### src/cscp_cfg.svh
`ifndef CSCP_CFG_SVH
`define CSCP_CFG_SVH
// Overview of operation
// - with shared clock and data, a device acts on shifted bits only when its own latch strobe rises.
// - in a chain the serial data output carries the oldest shifted bit so the next device shifts it in.
// - on the rising latch strobe each device takes the bits in its own shift stage and executes them at once.
// - in a chain keyboard scanning is enabled device by device, by any device that latches a system command with bit 1 set.
// - chains of any length need only shift clock, serial data and latch strobe from the host.
// - in 2-wire mode the bus address comes from the address select pin level.
// - while the manual reset input is high the device resets and asserts both reset outputs.
// - at power-up the device resets itself and shows it on both reset outputs.
// - interface select high or floating picks 4-wire mode, low picks 2-wire mode.
// - in 4-wire mode the serial data output doubles as the keyboard interrupt line.
`define CSCP_CMD_BITS 12
`define CSCP_KEY_EN_BIT 1
`define CSCP_CMD_SYS 4'h4
`define CSCP_POR_CYCLES 16'd1000
`define CSCP_ADDR_BASE 7'h30
`endif

### src/cscp_pkg.sv
package cscp_pkg;
  typedef enum logic {CSCP_TWO_WIRE, CSCP_FOUR_WIRE} cscp_mode_t;
  typedef struct packed {
    logic [3:0] opcode;
    logic [7:0] data;
  } cscp_cmd_t;
  typedef struct packed {
    logic shift_clock;
    logic data_in;
    logic latch;
  } cscp_link_t;
endpackage : cscp_pkg

### src/cscp_serial_port.sv
`timescale 1ns/1ps
`include "cscp_cfg.svh"
module cscp_serial_port #(
  parameter int CMD_BITS = `CSCP_CMD_BITS,
  parameter logic [15:0] POR_CYCLES = `CSCP_POR_CYCLES
) (
  input wire logic sys_clk,
  input wire logic reset_n,
  input wire cscp_pkg::cscp_link_t link_in,
  input wire logic manual_reset_in,
  input wire logic interface_select,
  input wire logic addr_select,
  input wire logic key_event,
  output logic serial_out,
  output logic reset_out,
  output logic reset_out_n,
  output cscp_pkg::cscp_cmd_t cmd_out,
  output logic cmd_valid,
  output logic key_scan_en,
  output cscp_pkg::cscp_mode_t mode,
  output logic [6:0] bus_addr,
  output logic key_irq_n
);
  ////////////////////////////////////////////////////////////////////////////////
  // input synchronisers
  logic [2:0] meta_q;
  logic [2:0] sync_q;
  logic [1:0] rst_meta_q;
  logic clk_prev_q;
  logic latch_prev_q;
  logic rst_req;
  always_ff @(posedge sys_clk)
  begin
    meta_q <= {link_in.shift_clock, link_in.data_in, link_in.latch};
    sync_q <= meta_q;
    rst_meta_q <= {rst_meta_q[0], manual_reset_in};
  end
  always_ff @(posedge sys_clk)
  begin
    clk_prev_q <= sync_q[2];
    latch_prev_q <= sync_q[0];
  end
  wire clk_rise = sync_q[2] & ~clk_prev_q;
  wire latch_rise = sync_q[0] & ~latch_prev_q;
  assign rst_req = rst_meta_q[1];

  ////////////////////////////////////////////////////////////////////////////////
  // strap pin synchronisers, interface select high and address select low
  logic [1:0] strap_meta_q;
  logic [1:0] strap_sync_q;
  always_ff @(posedge sys_clk)
  begin
    strap_meta_q <= {interface_select, addr_select};
    strap_sync_q <= strap_meta_q;
  end

  ////////////////////////////////////////////////////////////////////////////////
  // command decoding
  function automatic logic is_sys_cmd(input logic [CMD_BITS-1:0] s);
    return s[CMD_BITS-1 -: 4] == `CSCP_CMD_SYS;
  endfunction : is_sys_cmd

  ////////////////////////////////////////////////////////////////////////////////
  // power-on and manual reset
  logic [15:0] por_cnt_q;
  logic int_rst_q;
  always_ff @(posedge sys_clk)
  begin
    if (!reset_n || rst_req)
    begin
      por_cnt_q <= 16'h0000;
      int_rst_q <= 1'b1;
    end
    else if (por_cnt_q != POR_CYCLES)
    begin
      por_cnt_q <= por_cnt_q + 16'h0001;
      int_rst_q <= 1'b1;
    end
    else
      int_rst_q <= 1'b0;
  end
  always_ff @(posedge sys_clk)
  begin
    reset_out <= int_rst_q | rst_req;
    reset_out_n <= ~(int_rst_q | rst_req);
  end

  ////////////////////////////////////////////////////////////////////////////////
  // mode and address straps, caught while internal reset is held
  always_ff @(posedge sys_clk)
  begin
    if (int_rst_q)
    begin
      mode <= strap_sync_q[1] ? cscp_pkg::CSCP_FOUR_WIRE : cscp_pkg::CSCP_TWO_WIRE;
      bus_addr <= `CSCP_ADDR_BASE | {6'h00, strap_sync_q[0]};
    end
  end

  ////////////////////////////////////////////////////////////////////////////////
  // shift stage and latch
  logic [CMD_BITS-1:0] shift_q;
  always_ff @(posedge sys_clk)
  begin
    if (int_rst_q)
    begin
      shift_q <= '0;
    end
    else if (mode == cscp_pkg::CSCP_FOUR_WIRE && clk_rise)
    begin
      shift_q <= {shift_q[CMD_BITS-2:0], sync_q[1]};
    end
  end
  always_ff @(posedge sys_clk)
  begin
    if (int_rst_q)
    begin
      cmd_valid <= 1'b0;
      cmd_out <= '0;
    end
    else
    begin
      cmd_valid <= 1'b0;
      if (mode == cscp_pkg::CSCP_FOUR_WIRE && latch_rise)
      begin
        cmd_out <= shift_q;
        cmd_valid <= 1'b1;
      end
    end
  end
  always_ff @(posedge sys_clk)
  begin
    if (int_rst_q)
    begin
      key_scan_en <= 1'b0;
    end
    else if (mode == cscp_pkg::CSCP_FOUR_WIRE && latch_rise && is_sys_cmd(shift_q))
    begin
      key_scan_en <= shift_q[`CSCP_KEY_EN_BIT];
    end
  end
  always_ff @(posedge sys_clk)
  begin
    if (int_rst_q)
    begin
      serial_out <= 1'b1;
      key_irq_n <= 1'b1;
    end
    else
    begin
      key_irq_n <= ~(key_scan_en & key_event);
      serial_out <= (key_scan_en && key_event) ? 1'b0 : shift_q[CMD_BITS-1];
    end
  end

  ////////////////////////////////////////////////////////////////////////////////
  // assertions
  latch_takes_a: assert property (@(posedge sys_clk) disable iff (!reset_n)
    (!int_rst_q && mode == cscp_pkg::CSCP_FOUR_WIRE && latch_rise) |=> (cmd_valid && cmd_out == $past(shift_q)))
    else $error("latch did not take shift stage");
  no_latch_quiet_a: assert property (@(posedge sys_clk) disable iff (!reset_n)
    (!latch_rise) |=> !cmd_valid)
    else $error("command without latch strobe");
  manual_reset_a: assert property (@(posedge sys_clk) disable iff (!reset_n)
    rst_req |=> ##1 (reset_out && !reset_out_n))
    else $error("manual reset not shown");
  reset_pair_a: assert property (@(posedge sys_clk) disable iff (!reset_n)
    reset_out == !reset_out_n)
    else $error("reset outputs disagree");
  shift_chain_a: assert property (@(posedge sys_clk) disable iff (!reset_n)
    (!int_rst_q && clk_rise && mode == cscp_pkg::CSCP_FOUR_WIRE) |=> shift_q[0] == $past(sync_q[1]))
    else $error("bit not shifted in");
  addr_pin_a: assert property (@(posedge sys_clk) disable iff (!reset_n)
    int_rst_q |=> bus_addr[0] == $past(strap_sync_q[0]))
    else $error("address not from pin");
  mode_pin_a: assert property (@(posedge sys_clk) disable iff (!reset_n)
    int_rst_q |=> (mode == cscp_pkg::CSCP_FOUR_WIRE) == $past(strap_sync_q[1]))
    else $error("mode not from pin");
  key_irq_a: assert property (@(posedge sys_clk) disable iff (!reset_n)
    (!int_rst_q && key_scan_en && key_event) |=> (!serial_out && !key_irq_n))
    else $error("key interrupt missing");

  valid_pulse_a: assert property (@(posedge sys_clk) disable iff (!reset_n)
    cmd_valid |=> !cmd_valid)
    else $error("command strobe longer than one cycle");
  two_wire_quiet_a: assert property (@(posedge sys_clk) disable iff (!reset_n)
    (mode == cscp_pkg::CSCP_TWO_WIRE) |=> !cmd_valid)
    else $error("command in 2-wire mode");
  two_wire_hold_a: assert property (@(posedge sys_clk) disable iff (!reset_n)
    (mode == cscp_pkg::CSCP_TWO_WIRE && !int_rst_q) |=> $stable(shift_q))
    else $error("shift stage moved in 2-wire mode");
  cmd_hold_a: assert property (@(posedge sys_clk) disable iff (!reset_n)
    (!int_rst_q && !(mode == cscp_pkg::CSCP_FOUR_WIRE && latch_rise)) |=> $stable(cmd_out))
    else $error("command changed without latch strobe");
  key_en_hold_a: assert property (@(posedge sys_clk) disable iff (!reset_n)
    (!int_rst_q && !(mode == cscp_pkg::CSCP_FOUR_WIRE && latch_rise)) |=> $stable(key_scan_en))
    else $error("key enable changed without latch strobe");
  chain_out_a: assert property (@(posedge sys_clk) disable iff (!reset_n)
    (!int_rst_q && !(key_scan_en && key_event)) |=> serial_out == $past(shift_q[CMD_BITS-1]))
    else $error("serial output not oldest bit");
  por_count_a: assert property (@(posedge sys_clk) disable iff (!reset_n)
    (por_cnt_q != POR_CYCLES) |=> int_rst_q)
    else $error("internal reset ended early");
  reset_hold_a: assert property (@(posedge sys_clk) disable iff (!reset_n)
    int_rst_q |=> reset_out)
    else $error("reset output not shown");
  manual_hold_a: assert property (@(posedge sys_clk) disable iff (!reset_n)
    rst_req |=> int_rst_q)
    else $error("manual reset not taken");
  mode_steady_a: assert property (@(posedge sys_clk) disable iff (!reset_n)
    !int_rst_q |=> $stable(mode))
    else $error("mode changed outside reset");
  irq_idle_a: assert property (@(posedge sys_clk) disable iff (!reset_n)
    !key_scan_en |=> key_irq_n)
    else $error("key interrupt while scanning off");

  ////////////////////////////////////////////////////////////////////////////////
  // cover points
  cover_latch_c: cover property (@(posedge sys_clk) disable iff (!reset_n) cmd_valid);
  cover_two_wire_c: cover property (@(posedge sys_clk) disable iff (!reset_n) mode == cscp_pkg::CSCP_TWO_WIRE);
  cover_key_en_c: cover property (@(posedge sys_clk) disable iff (!reset_n) $rose(key_scan_en));
  cover_key_c: cover property (@(posedge sys_clk) disable iff (!reset_n) !key_irq_n);
  cover_rst_c: cover property (@(posedge sys_clk) disable iff (!reset_n) rst_req ##1 !rst_req);
endmodule : cscp_serial_port

### config.mk
export PLATFORM = sky130hd
export DESIGN_NAME = cscp_serial_port
export DESIGN_NICKNAME = d
export VERILOG_FILES = /design/src/cscp_pkg.sv /design/src/cscp_serial_port.sv
export VERILOG_INCLUDE_DIRS = /design/src
export SDC_FILE = /design/constraint.sdc
export NUM_CORES = 1
export LEC_CHECK = 0
export BUFFER_PORTS_ARGS = -buffer_cell sky130_fd_sc_hd__buf_4
export CAP_MARGIN = 0
export CORE_AREA = 2 2 71 141
export DETAILED_ROUTE_END_ITERATION = 10
export DIE_AREA = 0 0 73 143
export GPL_TIMING_DRIVEN = 1
export PLACE_DENSITY = 0.39
export SYNTH_ARGS = -nofsm -noshare
export SYNTH_HDL_FRONTEND = slang
export SYNTH_SLANG_ARGS = --single-unit
### constraint.sdc
create_clock -name sys_clk -period 3.6 [get_ports sys_clk]
set_clock_uncertainty 0.1 [all_clocks]
set_input_delay 0.72 -clock sys_clk [delete_from_list [all_inputs] [get_ports sys_clk]]
set_output_delay 0.72 -clock sys_clk [all_outputs]
set_load 0.05 [all_outputs]
# == After elaboration in Yosys (flattened, before gate mapping) ==
# Cells that the tools add are included.
# totals
reg_bits,63
elab_cells,41
# op_classes
add_sub_neg,1
eq_ne,2
muxes,4
bitwise,8
n_reduce_logical,6
# ops
cell,count
$add 16x1->16 const B,1
$ne 16x10->1 const B,1
$eq 4x3->1 const B,1
$logic_and 1x1->1,4
$mux 1,4
$not 1->1,4
$and 1x1->1,3
$logic_not 1->1,1
$logic_or 1x1->1,1
$or 1x1->1,1

# == Logic depth before layout (Yosys ltp) ==
# logic_depth
depth_word,4
depth_mapped,6
depth_no_buf,5

# == Worst setup path before layout ==
# Ideal clock, no wire load.
# synth_path
kind,input to register
startpoint,input reset_n
endpoint,register por_cnt_q[1]
setup_ns,0.072
arrival_ns,1.540
setup_slack_ns,1.889
cell_stages,4
path_buffers,1
cell_sequence,nor2b_1 -> clkbuf_1 -> nand2_1 -> mux2i_1
# synth_via
elab_chain_cells,2
# synth_lines
item,line,source
"start, declared",cscp_serial_port.sv:8,"input wire logic reset_n,"
$logic_not 1->1,cscp_serial_port.sv:69,if (!reset_n || rst_req)
$logic_or 1x1->1,cscp_serial_port.sv:69,
"end signal, assigned",cscp_serial_port.sv:76,por_cnt_q <= por_cnt_q + 16'h0001;
"end, declared",cscp_serial_port.sv:65,logic [15:0] por_cnt_q;
# Every way passes these cells.
# A chain may end at the register's enable or synchronous reset.

# == Final worst setup path ==
# layout_path
startpoint,register mode
endpoint,output mode
# layout_lines
item,line,source
"start, declared",cscp_serial_port.sv:20,"output cscp_pkg::cscp_mode_t mode,"
"start signal, assigned",cscp_serial_port.sv:94,mode <= strap_sync_q[1] ? cscp_pkg::CSCP_FOUR_WIRE : cscp_pkg::CSCP_TWO_WIRE;
# No word-level cell between the ends.

==> results.json <==
{
  "drt.antenna.violating_nets": 0,
  "timing.critical_path.slowest_stage_cell": "sky130_fd_sc_hd__edfxtp_1",
  "grt.total_usage_pct": 9.54,
  "critPathKind": "reg2out",
  "data_required_critical_path_ps": 2780,
  "mean_routed_wirelength_per_cell_um": 12.1,
  "leakagePower_nw": 1.09,
  "drt-vias-per-instance": 4.30,
  "synth_top_family_by_area": "simple AND/OR/NAND/NOR gates",
  "clock.fmax_mhz": 560,
  "timing.critical_path.arrival_ps": 970,
  "h-tree-depth": 3,
  "top_fanout_value_on_the_critical_path": 4,
  "grt_antenna_before_repair": 0,
  "via_count_of_the_first_global_routing_pass": 1523,
  "worst_hold_path_type": "reg2reg",
  "worstHoldPathCells": 0,
  "period_share_pct": 49.6,
  "flow.area_growth_from_synthesis_pct": 24.9,
  "crit_buf_inv": 1,
  "synth.top_cells.by_area": "sky130_fd_sc_hd__dfxtp_1 (53%), sky130_fd_sc_hd__mux2i_1 (8.8%), sky130_fd_sc_hd__nand2_1 (6.4%), sky130_fd_sc_hd__a21oi_1 (3.9%), sky130_fd_sc_hd__edfxtp_1 (2.6%)",
  "crit_cells": 1,
  "yosys_warnings": 0,
  "post_synth_num_cell_types": 36,
  "area_of_the_die_um2": 10400,
  "critical_path.startpoint": "mode$_DFFE_PP_",
  "root_buffer": "sky130_fd_sc_hd__clkbuf_16",
  "finalSetupViolations": 0,
  "postSynth.topFlopCell": "sky130_fd_sc_hd__dfxtp_1",
  "synthDominantAreaCellType": "sky130_fd_sc_hd__dfxtp_1",
  "drt_first_pass_iters": 4,
  "status": "complete, no violations",
  "worst_setup_path_start_kind": "flip-flop",
  "postSynthRegisterBits": 63,
  "period_minus_slack_ps": 1790,
  "yosys-mux-area-fraction_pct": 8.77,
  "synth_xor_xnor_area_share_pct": 0.767,
  "worst_setup_path_endpoint": "mode",
  "setup.reg_to_reg.worst_slack_ps": 1920,
  "fp.coreArea_um2": 9320,
  "syn_area_um2": 2280,
  "drive_gt1_share_pct": 18.9,
  "cts_repair_resize_count": 0,
  "timing.critical_path.to_type": "primary output",
  "synth_cells": 234,
  "cts_tree": "done",
  "detailroute.via_count": 1587,
  "worst_path_dominant_cell_family": "flip-flops",
  "dr.first_iter.drc_count": 46,
  "worst_path_cell_trace": "buf_4",
  "grt_max_degree": 32,
  "postCtsHoldBufs": 0,
  "critical_path.max_stage_delay_ps": 430,
  "insertion_delay_ps": 320,
  "hold_viol": 0,
  "detailed_place.area_um2": 2540,
  "floorplan.die.height_um": 143,
  "place_congestion": 0.684,
  "cts_setup_buffers": 0,
  "total_clock_buffers_created_by_cts": 9,
  "synth-simple-area-share_pct": 21.4,
  "rsz_0062_raised_after_global_routing": "false",
  "worstRegToRegCells": 4,
  "power-per-cell-area_nw_per_um2": 573,
  "place.port_buffers": 28,
  "grt_first_pass_wirelength_mm": 7.42,
  "worstMarginPinSlew_ps": 1150,
  "post_synthesis_adder_cell_area_fraction_pct": 1.10,
  "dp_hpwl_mm": 3.16,
  "syn_area_per_cell_um2": 9.76,
  "synth-seq-area-share_pct": 56.1,
  "max-clock-path-buffers": 2,
  "initial_core_util_pct": 24.5,
  "floorplan.io_pins": 35,
  "report.final.slew_viol_count": 0,
  "drc_errors": 0,
  "grt_overflow": 0,
  "maxSlewHeadroom_pct": 23.0,
  "synth-edff-count": 2,
  "power.ir.vdd_worst_uv": 228,
  "synth_compound_gate_area_share_pct": 6.41,
  "finish.net_count": 271,
  "path_clk_slew_ps": 50,
  "floorplan.die.width_um": 73,
  "num_antenna_cells": 0,
  "layout.cell_area.non_filler_um2": 2850,
  "clock_sink_count": 63,
  "cap_violations": 0,
  "r2r_start": "por_cnt_q[1]$_SDFFE_PP0P_",
  "reg_to_reg_endpoint": "por_cnt_q[14]$_SDFFE_PP0P_",
  "synthDominantCellAreaShare_pct": 53.5,
  "total_wire_length_mm": 4.46,
  "num_rows": 50,
  "postSynth.asyncResetShare_pct": 0,
  "timing.setup.tns_ps": 0
}
kinds of logic (layout without fill, tap and decap cells):
family | after synthesis | after routing
simple gates | 96 | 96
flops | 63 | 63
compound gates | 26 | 26
buf+inv | 23 | 50
mux | 20 | 20
fa+ha+maj | 2 | 2
other cells | 2 | 6
xor+xnor | 2 | 2
layer usage:
layer,global-route usage [%],share of wire (%),vias up,routed length (µm)
li1,-,-,843,-
met1,9.74,42,709,1860
met2,16.1,53,30,2370
met3,3.81,3.7,5,167
met4,5.26,1.3,0,58
met5,0,0,-,0
layout by cell type (no fill, tap or decap), types with 2 or more instances in the layout:
cell,n
sky130_fd_sc_hd__inv_1,6
sky130_fd_sc_hd__conb_1,6
sky130_fd_sc_hd__buf_4,28
sky130_fd_sc_hd__nand3_1,8
sky130_fd_sc_hd__nand2_1,39
sky130_fd_sc_hd__clkinv_2,2
sky130_fd_sc_hd__nor4b_1,3
sky130_fd_sc_hd__xor2_1,2
sky130_fd_sc_hd__a21oi_1,18
sky130_fd_sc_hd__nor4_1,5
sky130_fd_sc_hd__o31ai_1,3
sky130_fd_sc_hd__mux2i_1,20
sky130_fd_sc_hd__clkbuf_8,2
sky130_fd_sc_hd__edfxtp_1,2
sky130_fd_sc_hd__ha_1,2
sky130_fd_sc_hd__nor2_1,15
sky130_fd_sc_hd__or2_2,2
sky130_fd_sc_hd__nand3b_1,2
sky130_fd_sc_hd__and4_1,2
sky130_fd_sc_hd__o21ai_0,2
sky130_fd_sc_hd__nand2b_1,7
sky130_fd_sc_hd__nand4_1,4
sky130_fd_sc_hd__clkbuf_16,9
sky130_fd_sc_hd__or4_1,2
sky130_fd_sc_hd__dfxtp_1,61
sequential cells by signal, summed over array words and instances, names as in the netlist:
signal and count:
bus_addr 1, clk_prev_q 1, cmd_out 12, cmd_valid 1, int_rst_q 1, key_irq_n 1, key_scan_en 1, latch_prev_q 1
meta_q 3, mode 1, por_cnt_q 16, reset_out 1, reset_out_n 1, rst_meta_q 2, serial_out 1, shift_q 12
strap_meta_q 2, strap_sync_q 2, sync_q 3
worst min-delay path by stage:
stage / slack [ps] / startpoint / endpoint
finish: 220 / meta_q[0]$_DFF_P_ / sync_q[0]$_DFF_P_
detailed placement: 210 / meta_q[0]$_DFF_P_ / sync_q[0]$_DFF_P_
CTS: 220 / meta_q[0]$_DFF_P_ / sync_q[0]$_DFF_P_
floorplan: 210 / rst_meta_q[0]$_DFF_P_ / rst_meta_q[1]$_DFF_P_
global placement: 210 / meta_q[0]$_DFF_P_ / sync_q[0]$_DFF_P_
global route: 240 / strap_meta_q[0]$_DFF_P_ / strap_sync_q[0]$_DFF_P_
where the power goes:
| group | switching (mW) | total [mW] | internal, mW |
|---|---|---|---|
| Sequential | 0.00482 | 0.717 | 0.712 |
| Combinational | 0.0331 | 0.0468 | 0.0137 |
| Clock | 0.301 | 0.872 | 0.571 |
synthesized netlist by cell type, types with 4 or more instances:
| cell | number |
|---|---|
| sky130_fd_sc_hd__a21oi_1 | 18 |
| sky130_fd_sc_hd__buf_4 | 6 |
| sky130_fd_sc_hd__clkbuf_1 | 8 |
| sky130_fd_sc_hd__dfxtp_1 | 61 |
| sky130_fd_sc_hd__inv_1 | 6 |
| sky130_fd_sc_hd__mux2i_1 | 20 |
| sky130_fd_sc_hd__nand2_1 | 39 |
| sky130_fd_sc_hd__nand2b_1 | 7 |
| sky130_fd_sc_hd__nand3_1 | 8 |
| sky130_fd_sc_hd__nand4_1 | 4 |
| sky130_fd_sc_hd__nor2_1 | 15 |
| sky130_fd_sc_hd__nor4_1 | 5 |
area by class of cell:
| cell class | instances | area (µm²) |
|---|---|---|
| clock buffers | 11 | 253 |
| clock inverters | 5 | 56.3 |
| fillers | 978 | 6470 |
| inverters | 6 | 22.5 |
| multi-input cells | 152 | 900 |
| flip-flops and latches | 63 | 1280 |
| well taps | 104 | 130 |
| repair buffers | 28 | 210 |
through the flow:
stage | utilization (%) | worst slack [ps] | hold WS, ps | power, mW | std cells
CTS | 30.6 | 1790 | 224 | 1.66 | 369
finish | 30.6 | 1810 | 224 | 1.64 | 369
global placement | 27.3 | 1540 | 211 | 0.779 | 353
global route | 30.6 | 1680 | 235 | 1.70 | 369
floorplan | - | 1890 | 210 | 0.770 | 238
detailed placement | 27.3 | 1470 | 212 | 0.779 | 353
(Power assumes the default switching activity.)
